$ cat src/pkg/etca_pkg.sv
/*
  Shared constants and types of the elapsed time counter with alarm:
  register byte addresses, field positions, reset values, bus carriers
  and state records.
  Assumes a 32-bit Avalon-MM slave port with byte addressing.
*/
`default_nettype none
package etca_pkg;

  // ****************************************
  // Widths
  // ****************************************
  localparam int ETCA_DATA_W = 32;
  localparam int ETCA_PRE_W  = 16;

  // ****************************************
  // Register byte addresses
  // ****************************************
  localparam logic [31:0] ETCA_OFF_MODE  = 32'h400e_1430;
  localparam logic [31:0] ETCA_OFF_ALARM = 32'h400e_1434;
  localparam logic [31:0] ETCA_OFF_VALUE = 32'h400e_1438;
  localparam logic [31:0] ETCA_OFF_FLAGS = 32'h400e_143c;

  // ****************************************
  // Field positions
  // ****************************************
  localparam int ETCA_DIV_LSB     = 0;
  localparam int ETCA_ALM_EN_BIT  = 16;
  localparam int ETCA_WRAP_EN_BIT = 17;
  localparam int ETCA_RESTART_BIT = 18;
  localparam int ETCA_DISABLE_BIT = 20;
  localparam int ETCA_SEC_SEL_BIT = 24;
  localparam int ETCA_ALARM_BIT   = 0;
  localparam int ETCA_WRAP_BIT    = 1;

  // ****************************************
  // Reset values
  // ****************************************
  localparam logic [15:0] ETCA_DIV_RST   = 16'h8000;
  localparam logic [31:0] ETCA_ALARM_RST = 32'hffff_ffff;
  localparam logic [31:0] ETCA_COUNT_RST = 32'h0000_0000;

  // ****************************************
  // Carriers and state records
  // ****************************************
  typedef struct packed {
    logic        read;
    logic        write;
    logic [31:0] address;
    logic [31:0] writedata;
    logic [3:0]  byteenable;
  } etca_bus_req_t;

  typedef struct packed {
    logic [31:0] readdata;
    logic        waitrequest;
  } etca_bus_rsp_t;

  typedef struct packed {
    logic meta;
    logic stable;
    logic prev;
  } etca_sync_st_t;

  typedef struct packed {
    logic [31:0] alarm_value;
    logic [31:0] current_count;
    logic [31:0] rdata;
    logic [15:0] prescale_divisor;
    logic [1:0]  clr_mask;
    logic        alarm_irq_enable;
    logic        wrap_irq_enable;
    logic        timer_disable;
    logic        second_tick_select;
    logic        alarm_flag;
    logic        prescale_wrap_flag;
    logic        ack;
    logic        irq;
  } etca_core_st_t;

  localparam etca_sync_st_t ETCA_SYNC_RST = '{default: 1'b0};
  localparam etca_core_st_t ETCA_CORE_RST = '{
    alarm_value:      ETCA_ALARM_RST,
    current_count:    ETCA_COUNT_RST,
    prescale_divisor: ETCA_DIV_RST,
    default:          '0
  };

endpackage
`default_nettype wire

$ cat src/hw/etca_edge_sync.sv
/*
  Two-flop synchroniser with a rising-edge pulse on the settled level.
  Assumes the input is slower than half the core clock.
*/
`default_nettype none
module etca_edge_sync
  import etca_pkg::*;
(
  input  wire logic core_clk,
  input  wire logic rst,
  input  wire logic async_in,
  output var  logic rise_pulse
);

  etca_sync_st_t st_reg;
  etca_sync_st_t st_next;

  // ****************************************
  // Synchroniser and edge detect
  // ****************************************
  always_comb begin
    st_next        = st_reg;
    st_next.meta   = async_in;
    st_next.stable = st_reg.meta;
    st_next.prev   = st_reg.stable;
  end

  always_ff @(posedge core_clk) begin
    if (rst) begin
      st_reg <= ETCA_SYNC_RST;
    end else begin
      st_reg <= st_next;
    end
  end

  assign rise_pulse = st_reg.stable & ~st_reg.prev;
endmodule
`default_nettype wire

$ cat src/hw/etca_prescaler.sv
/*
  Programmable prescaler counting slow clock edges.
  Assumes slow_rise is a one-cycle pulse per slow clock period.
*/
`default_nettype none
module etca_prescaler
  import etca_pkg::*;
#(
  parameter int PRE_W = ETCA_PRE_W
)(
  input  wire logic             core_clk,
  input  wire logic             rst,
  input  wire logic             run,
  input  wire logic             reload,
  input  wire logic [PRE_W-1:0] divisor,
  input  wire logic             slow_rise,
  output var  logic             wrap_pulse
);

  typedef struct packed {
    logic [PRE_W-1:0] cnt;
  } etca_pre_st_t;

  etca_pre_st_t     st_reg;
  etca_pre_st_t     st_next;
  logic [PRE_W-1:0] term;

  // ****************************************
  // Divider
  // ****************************************
  assign term       = divisor - PRE_W'(1);
  assign wrap_pulse = run & ~reload & slow_rise & (st_reg.cnt == term);

  always_comb begin
    st_next = st_reg;
    if (reload) begin
      st_next.cnt = '0;
    end else if (run & slow_rise) begin
      if (wrap_pulse) begin
        st_next.cnt = '0;
      end else begin
        st_next.cnt = st_reg.cnt + PRE_W'(1);
      end
    end
  end

  always_ff @(posedge core_clk) begin
    if (rst) begin
      st_reg <= '0;
    end else begin
      st_reg <= st_next;
    end
  end
endmodule
`default_nettype wire

$ cat src/hw/etca_timer.sv
/*
  Elapsed time counter with alarm compare and sticky event flags,
  behind an Avalon-MM slave with one wait state.
  Assumes slow_clock_source and second_tick are levels slower than
  half of core_clk.
*/
// The Avalon-MM register port was chosen for this implementation.
`default_nettype none
module etca_timer
  import etca_pkg::*;
(
  input  wire logic          core_clk,
  input  wire logic          rst,
  input  wire etca_bus_req_t bus_req,
  output var  etca_bus_rsp_t bus_rsp,
  input  wire logic          slow_clock_source,
  input  wire logic          second_tick,
  output var  logic          irq
);

  etca_core_st_t st_reg;
  etca_core_st_t st_next;
  logic          slow_rise;
  logic          sec_rise;
  logic          wrap_pulse;
  logic          acc_done;
  logic          mode_wr;
  logic          alarm_wr;
  logic          flags_rd;
  logic          restart;
  logic          inc;
  logic          alarm_set;

  // ****************************************
  // Tick inputs and prescaler
  // ****************************************
  etca_edge_sync u_slow_sync (
    .core_clk   (core_clk),
    .rst        (rst),
    .async_in   (slow_clock_source),
    .rise_pulse (slow_rise)
  );

  etca_edge_sync u_sec_sync (
    .core_clk   (core_clk),
    .rst        (rst),
    .async_in   (second_tick),
    .rise_pulse (sec_rise)
  );

  etca_prescaler #(
    .PRE_W (ETCA_PRE_W)
  ) u_pre (
    .core_clk   (core_clk),
    .rst        (rst),
    .run        (~st_reg.timer_disable),
    .reload     (restart),
    .divisor    (st_reg.prescale_divisor),
    .slow_rise  (slow_rise),
    .wrap_pulse (wrap_pulse)
  );

  // ****************************************
  // Access decode
  // ****************************************
  assign acc_done = (bus_req.read | bus_req.write) & st_reg.ack;
  assign mode_wr  = acc_done & bus_req.write & (bus_req.address == ETCA_OFF_MODE);
  assign alarm_wr = acc_done & bus_req.write & (bus_req.address == ETCA_OFF_ALARM);
  assign flags_rd = acc_done & bus_req.read & (bus_req.address == ETCA_OFF_FLAGS);
  assign restart  = mode_wr & bus_req.byteenable[2]
                  & bus_req.writedata[ETCA_RESTART_BIT];

  // ****************************************
  // Count events
  // ****************************************
  assign inc = ~st_reg.timer_disable & ~restart
             & (st_reg.second_tick_select ? sec_rise : wrap_pulse);
  assign alarm_set = inc & (st_reg.current_count == st_reg.alarm_value);

  function automatic logic [31:0] be_merge(
    input logic [31:0] old_v,
    input logic [31:0] new_v,
    input logic [3:0]  be
  );
    logic [31:0] res;
    res = old_v;
    for (int i = 0; i < 4; i++) begin
      if (be[i]) begin
        res[i*8 +: 8] = new_v[i*8 +: 8];
      end
    end
    return res;
  endfunction

  // ****************************************
  // Next state
  // ****************************************
  always_comb begin
    logic [31:0] rd_word;
    logic [31:0] mode_img;
    logic [31:0] mode_new;
    logic [1:0]  clr;
    rd_word  = 32'h0;
    mode_img = 32'h0;
    mode_img[ETCA_DIV_LSB +: ETCA_PRE_W] = st_reg.prescale_divisor;
    mode_img[ETCA_ALM_EN_BIT]  = st_reg.alarm_irq_enable;
    mode_img[ETCA_WRAP_EN_BIT] = st_reg.wrap_irq_enable;
    mode_new = 32'h0;
    clr      = flags_rd ? st_reg.clr_mask : 2'h0;
    st_next  = st_reg;
    st_next.ack = (bus_req.read | bus_req.write) & ~st_reg.ack;
    case (bus_req.address)
      ETCA_OFF_MODE: begin
        rd_word = mode_img;
      end
      ETCA_OFF_ALARM: begin
        rd_word = st_reg.alarm_value;
      end
      ETCA_OFF_VALUE: begin
        rd_word = st_reg.current_count;
      end
      ETCA_OFF_FLAGS: begin
        rd_word[ETCA_ALARM_BIT] = st_reg.alarm_flag;
        rd_word[ETCA_WRAP_BIT]  = st_reg.prescale_wrap_flag;
      end
      default: begin
        rd_word = 32'h0;
      end
    endcase
    if (bus_req.read & ~st_reg.ack) begin
      st_next.rdata    = rd_word;
      st_next.clr_mask = 2'h0;
      if (bus_req.address == ETCA_OFF_FLAGS) begin
        st_next.clr_mask = rd_word[1:0];
      end
    end
    if (alarm_wr) begin
      st_next.alarm_value = be_merge(st_reg.alarm_value, bus_req.writedata,
                                     bus_req.byteenable);
    end
    if (mode_wr) begin
      mode_img[ETCA_DISABLE_BIT] = st_reg.timer_disable;
      mode_img[ETCA_SEC_SEL_BIT] = st_reg.second_tick_select;
      mode_new = be_merge(mode_img, bus_req.writedata, bus_req.byteenable);
      st_next.prescale_divisor   = mode_new[ETCA_DIV_LSB +: ETCA_PRE_W];
      st_next.alarm_irq_enable   = mode_new[ETCA_ALM_EN_BIT];
      st_next.wrap_irq_enable    = mode_new[ETCA_WRAP_EN_BIT];
      st_next.timer_disable      = mode_new[ETCA_DISABLE_BIT];
      st_next.second_tick_select = mode_new[ETCA_SEC_SEL_BIT];
    end
    if (restart) begin
      st_next.current_count = ETCA_COUNT_RST;
    end else if (inc) begin
      st_next.current_count = st_reg.current_count + 32'h1;
    end
    st_next.alarm_flag = (st_reg.alarm_flag & ~clr[ETCA_ALARM_BIT])
                       | alarm_set;
    st_next.prescale_wrap_flag = (st_reg.prescale_wrap_flag & ~clr[ETCA_WRAP_BIT])
                               | wrap_pulse;
    st_next.irq = (st_next.alarm_flag & st_next.alarm_irq_enable)
                | (st_next.prescale_wrap_flag & st_next.wrap_irq_enable);
  end

  // ****************************************
  // State register and outputs
  // ****************************************
  always_ff @(posedge core_clk) begin
    if (rst) begin
      st_reg <= ETCA_CORE_RST;
    end else begin
      st_reg <= st_next;
    end
  end

  assign bus_rsp = '{
    readdata:    st_reg.rdata,
    waitrequest: (bus_req.read | bus_req.write) & ~st_reg.ack
  };
  assign irq     = st_reg.irq;
endmodule
`default_nettype wire

$ cat config.mk
export PLATFORM = sky130hd
export DESIGN_NAME = etca_timer
export DESIGN_NICKNAME = d
export VERILOG_FILES = /design/src/pkg/etca_pkg.sv /design/src/hw/etca_edge_sync.sv /design/src/hw/etca_prescaler.sv /design/src/hw/etca_timer.sv
export SDC_FILE = /design/constraint.sdc
export NUM_CORES = 1
export LEC_CHECK = 0
export ABC_CLOCK_PERIOD_IN_PS = 4400
export BUFFER_PORTS_ARGS = -buffer_cell sky130_fd_sc_hd__buf_4
export CAP_MARGIN = 20
export CORE_MARGIN = 5
export CORE_UTILIZATION = 55
export DETAILED_ROUTE_END_ITERATION = 8
export GPL_TIMING_DRIVEN = 0
export HOLD_SLACK_MARGIN = 0.03
export PLACE_DENSITY = 0.88
export SLEW_MARGIN = 15
export SYNTH_ARGS = -nofsm -noshare
export SYNTH_HDL_FRONTEND = slang
export SYNTH_SLANG_ARGS = --single-unit
$ cat constraint.sdc
create_clock -name core_clk -period 4.4 [get_ports core_clk]
set_clock_uncertainty 0.05 [all_clocks]
set_input_delay 0.88 -clock core_clk [delete_from_list [all_inputs] [get_ports core_clk]]
set_output_delay 0.88 -clock core_clk [all_outputs]
set_load 0.005 [all_outputs]
Yosys cells after proc, flatten, opt, wreduce, memory -nomap -nowiden
Cells that the tools add are included.
Widths: inputs -> output; s select.

operators by class
  bitwise operators = 33
  add/subtract/negate cells = 3
  muxes and demuxes = 9
  equality and inequality tests = 6
  reductions and logical operators = 9

operators by type and width
  operator               count
  $eq 32x31->1 const B   4
  $pmux 30 s3            1
  $add 32x1->32 const B  1
  $eq 32x32->1           1
  $and 1x1->1            22
  $add 16x1->16 const B  1
  $eq 16x16->1           1
  $mux 16                1
  $reduce_and 2->1       8
  $sub 16x1->16 const B  1
  $pmux 2 s4             1
  $not 1->1              7
  $mux 5                 1
  $mux 2                 2
  $mux 4                 1
  $or 1x1->1             4
  $mux 1                 2
  $reduce_or 2->1        1

storage, ports and cells
  output and inout bits = 34
  bits of input ports = 74
  word-level logic and storage cells = 84
  flip-flop bits (word level) = 144

Depth between registers and ports, before layout
  word-level depth = 16
  mapped depth = 12
  gate-level depth less buffers = 10

By module
A second synthesis with hierarchy kept.

second synthesis, totals
  cells, all modules = 827
  area total of the unflattened synthesis = 7656.1 um^2

by module, submodules not included
  module          cells an instance  area an instance (um^2)  times used  sequential area each (um^2)
  etca_timer      650                6069.6                   1           2442.3
  etca_prescaler  163                1411.4                   1           320.3
  etca_edge_sync  7                  87.6                     2           60.1

Worst setup path after synthesis
Ideal clock, no wire load.

  kind = input to register
  start point = input bus_req[52] (netlist bit)
  end point = register st_reg[65] (netlist bit)
  path slack = 1.218 ns
  buffers on the path = 2
  data required time = 4.235 ns
  library setup time = 0.115 ns
  stages on the path = 10
  arrival time = 3.018 ns
  cells stage by stage = nor4b_1 -> and4_1 -> nand4_1 -> nor4b_1 -> nor3_1 -> o21ai_1 -> clkbuf_1 -> clkbuf_1 -> nor3_1 -> o21a_1

between the ends
  longest elaborated chain between the ends = 10
  elaborated cells on any way between the ends = 11
  those cells by class = eq/ne (1); mux (1); bitwise (8); reduce/logical (1)

ends and longest elaborated chain
  element                   RTL line                                RTL
  from (decl)               etca_timer.sv:14                        input wire etca_bus_req_t bus_req,
  $eq 32x31->1 (*)          etca_timer.sv:67                        assign mode_wr = acc_done & bus_req.write & (bus_req.address == ETCA_OFF_MODE);
  $and 1x1->1 (*)           etca_timer.sv:67
  $and 1x1->1 (*)           etca_timer.sv:70                        assign restart = mode_wr & bus_req.byteenable[2]
  $and 1x1->1 (*)           etca_timer.sv:71                        & bus_req.writedata[ETCA_RESTART_BIT];
  $not 1->1                 etca_prescaler.sv:32, etca_timer.sv:76
  $and 1x1->1               etca_prescaler.sv:32, etca_timer.sv:76
  $and 1x1->1 (2 in a row)  etca_prescaler.sv:32                    assign wrap_pulse = run & ~reload & slow_rise & (st_reg.cnt == term);
  $mux 1                    etca_timer.sv:77                        & (st_reg.second_tick_select ? sec_rise : wrap_pulse);
  $and 1x1->1               etca_timer.sv:77
  to (signal assigned)      etca_timer.sv:171                       st_reg <= st_next;
  to (decl)                 etca_timer.sv:21                        etca_core_st_t st_reg;

Every way passes the cells marked *; elsewhere a longest branch is shown, timed or not.
A chain may end at the register's enable or synchronous reset.

Worst setup path in the final report
  start point = input bus_req[49] (netlist bit)
  end point = register st_reg[65] (netlist bit)

Same word-level chain as after synthesis.

==> impl_metrics.yaml <==
setup_path:
  r2r_setup_slack_ns: 0.51
  timing.rr.start: "st_reg[12]"
  cp.arrival_ns: 4.25
  path_max_fanout: 10
  reg2reg_depth: 11
  startpoint_type: "input port"
  path_cells: "buf_4 > nor4bb_1 > and4_1 > nand4_1 > nor4b_1 > nor3_1 > o21ai_1 > clkbuf_1 > clkbuf_1 > nor3_1 > o21a_1"
  cp_num_buf_inv: 3
  max_stage_delay_ns: 0.88
  cp-end-kind: "flop"
  crit_family: "simple AND/OR/NAND/NOR gates"
  critical_path_class: "input port to flop"
  cp.required_ns: 4.67
  crit_slowest_cell: "nor4b_1"
  r2r_end: "st_reg[79]"
sta:
  drv_slew: 0
  max_freq_ghz: 0.252
  hold_viol: 0
  rsz0062_at_grt: "no"
  max_slew_margin_pct: 42.2
  worst_slew_pin_slew_ns: 0.855
  setup_viol: 0
  fin_crit_sh_pct: 90.3
  period_minus_slack_ns: 3.97
job:
  max-cap-violations: 0
cts:
  cts.sinks: 144
  post_cts_resize_count: 0
  worstSkewPairLatency_ns: 0.43
  cts_made_buffers: 17
  cts_max_level: 4
  root_buffer: "clkbuf_16"
  cts_buffer_depth: 2
  clk_pin_slew_worst_paths_ns: 0.06
  postCtsSetupRepairBufs: 0
  hold_buffers: 0
  cts_tree: "built"
yosys:
  syn_area_mm2: 0.00754
  syn-instance-count: 929
  synth_common_cells: "144 x dfxtp_1, 141 x nand2_1, 73 x nor2_1"
  ys_warn_count: 0
  synth_nets: 1006
  synth_cell_types: 62
  ys_seq_area_share_pct: 38.2
  yosysMostFrequentCell: "dfxtp_1"
  synthArstFlopShare_pct: 0
  ys.flop_type: "dfxtp_1"
  synth_top_area_cell: "dfxtp_1"
  synthTopCellsByArea: "dfxtp_1 38%, nand2_1 7.0%, xnor2_1 6.0%"
  synth_area_per_cell_um2: 8.12
  synth_edf_count: 0
  ys_seq_elements: 144
  yosysTopAreaCellShare_pct: 38.2
place:
  place_area_mm2: 0.00857
  dp_cells: 1211
  dp_hpwl_um: 16900
  portBuffers: 105
  gp_congestion: 0.936
die:
  die-area_mm2: 0.0162
  rows: 42
  coreArea_mm2: 0.0133
  die_y_um: 127
  initial_core_util_pct: 56.5
  ioPinCount: 108
  die_x_um: 127
routing:
  drtPass1Iterations: 6
  drc: 0
  drt_iter0_markers: 880
  antenna_left: 0
  wl_um: 22600
  wl_per_cell_um: 18.2
  num_vias: 7470
  vias_per_cell: 6.01
global_route:
  antenna_found_initial: 0
  grt_pass1_wl_um: 36200
  overflow: 0
  grt_pass1_vias: 7090
  grt_max_degree: 17
  grt_usage_pct: 27.9
layout:
  stdcell_area_mm2: 0.00913
  fillers: 1081
  largest_reg_flops: 89
  drive_above_1_share_pct: 17.7
  synthToLayoutAreaGrowth_pct: 21.0
  nNetsFinal: 1131
  antenna_cells: 0
  fin_cells: 1242
run_status:
  status: "finished, final reports clean"
worst_hold_path:
  hp-class: "flop to flop"
  whs_endpoint: "u_sec_sync.st_next[0]"
  worstHoldStart: "u_sec_sync.st_next[1]"
  holdPathStages: 1
power:
  power_leakage_nw: 3.57
  power-per-cell-area_mw_per_mm2: 319
  irDropWorstVdd_uv: 240
[layout by cell type, fill, tap and decap left out, types with 20 or more instances in the layout]
master / Yosys / final
o21ai_0: 34 / 34
xnor2_1: 52 / 52
nor2_1: 73 / 73
a21oi_1: 51 / 51
nand3_1: 33 / 33
mux2i_1: 20 / 20
buf_4: 33 / 139
dfxtp_1: 144 / 144
nor3_1: 26 / 26
nand3b_1: 34 / 34
nand2_1: 141 / 141
nand4_1: 22 / 22
clkbuf_1: 57 / 59
[worst reg2reg max path, cell delays in order, from the launching register on]
cell and delay [ns]:
dfxtp_1 0.30, buf_6 0.14, nor4_2 0.57, nand2_1 0.19
a2111oi_0 0.67, o22ai_1 0.26, nor4_4 0.40, o21ai_1 0.17
clkbuf_1 0.27, clkbuf_1 0.34, o31ai_1 0.31, a21oi_1 0.09
[stage by stage]
step / hold WS, ns / setup WS (ns) / setup TNS [ns] / util [%] / power [W]
after floorplan: 0.364 / 1.22 / 0 / - / 0.00144
after global placement: 0.366 / -0.103 / -1.49 / 64.1 / 0.00154
after detailed placement: 0.374 / 0.104 / 0 / 64.2 / 0.00154
after CTS: 0.386 / 0.560 / 0 / 68.4 / 0.00291
after global routing: 0.418 / 0.205 / 0 / 68.4 / 0.00298
final: 0.383 / 0.427 / 0 / 68.4 / 0.00291
[cells by family after synthesis]
group	synth area share (%)
multiplexers	3.25
flip-flops	38.2
XOR/XNOR	8.01
buffers and inverters	7.03
AO/OA/AOI/OAI	13.2
AND/OR/NAND/NOR	29.8
adder cells (fa/ha/maj)	0.498
[layout make-up]
cell class                      count  area (µm²)  area share [%]
Clock buffer                       20         447            4.89
Multi-Input combinational cell    679        4140            45.3
Tap cell                          176         220            2.41
Timing Repair Buffer              106         796            8.72
Buffer                             94         485            5.32
Inverter                           12        45.0           0.493
Sequential cell                   144        2880            31.6
Clock inverter                     11         116            1.27
[worst max path at each step]
stage,start,endpoint,cells past startpoint
after floorplan,bus_req[52],st_reg[65],10
after global placement,bus_req[49],st_reg[19],8
final,bus_req[49],st_reg[65],11
after global routing,bus_req[36],st_reg[62],11
after detailed placement,bus_req[49],st_reg[65],11
after CTS,bus_req[49],st_reg[65],11
[routing by layer]
| metal | vias up | global-route usage [%] | share of wire [%] |
|---|---|---|---|
| met2 | 426 | 45.5 | 45 |
| li1 | 3498 | - | - |
| met3 | 84 | 5.68 | 11 |
| met5 | - | 0 | 0 |
| met4 | 0 | 14.4 | 4.8 |
| met1 | 3462 | 35.0 | 39 |
[report_power, final]
part	total, W	switching [W]	internal [W]	leakage, nW
sequential	0.00132	0.00000582	0.00132	1.16
combinational	0.000196	0.0000983	0.0000973	2.14
clock	0.00139	0.000553	0.000839	0.271
total	0.00291	0.000657	0.00225	3.57
No activity file was read; power rests on OpenSTA's default activity.
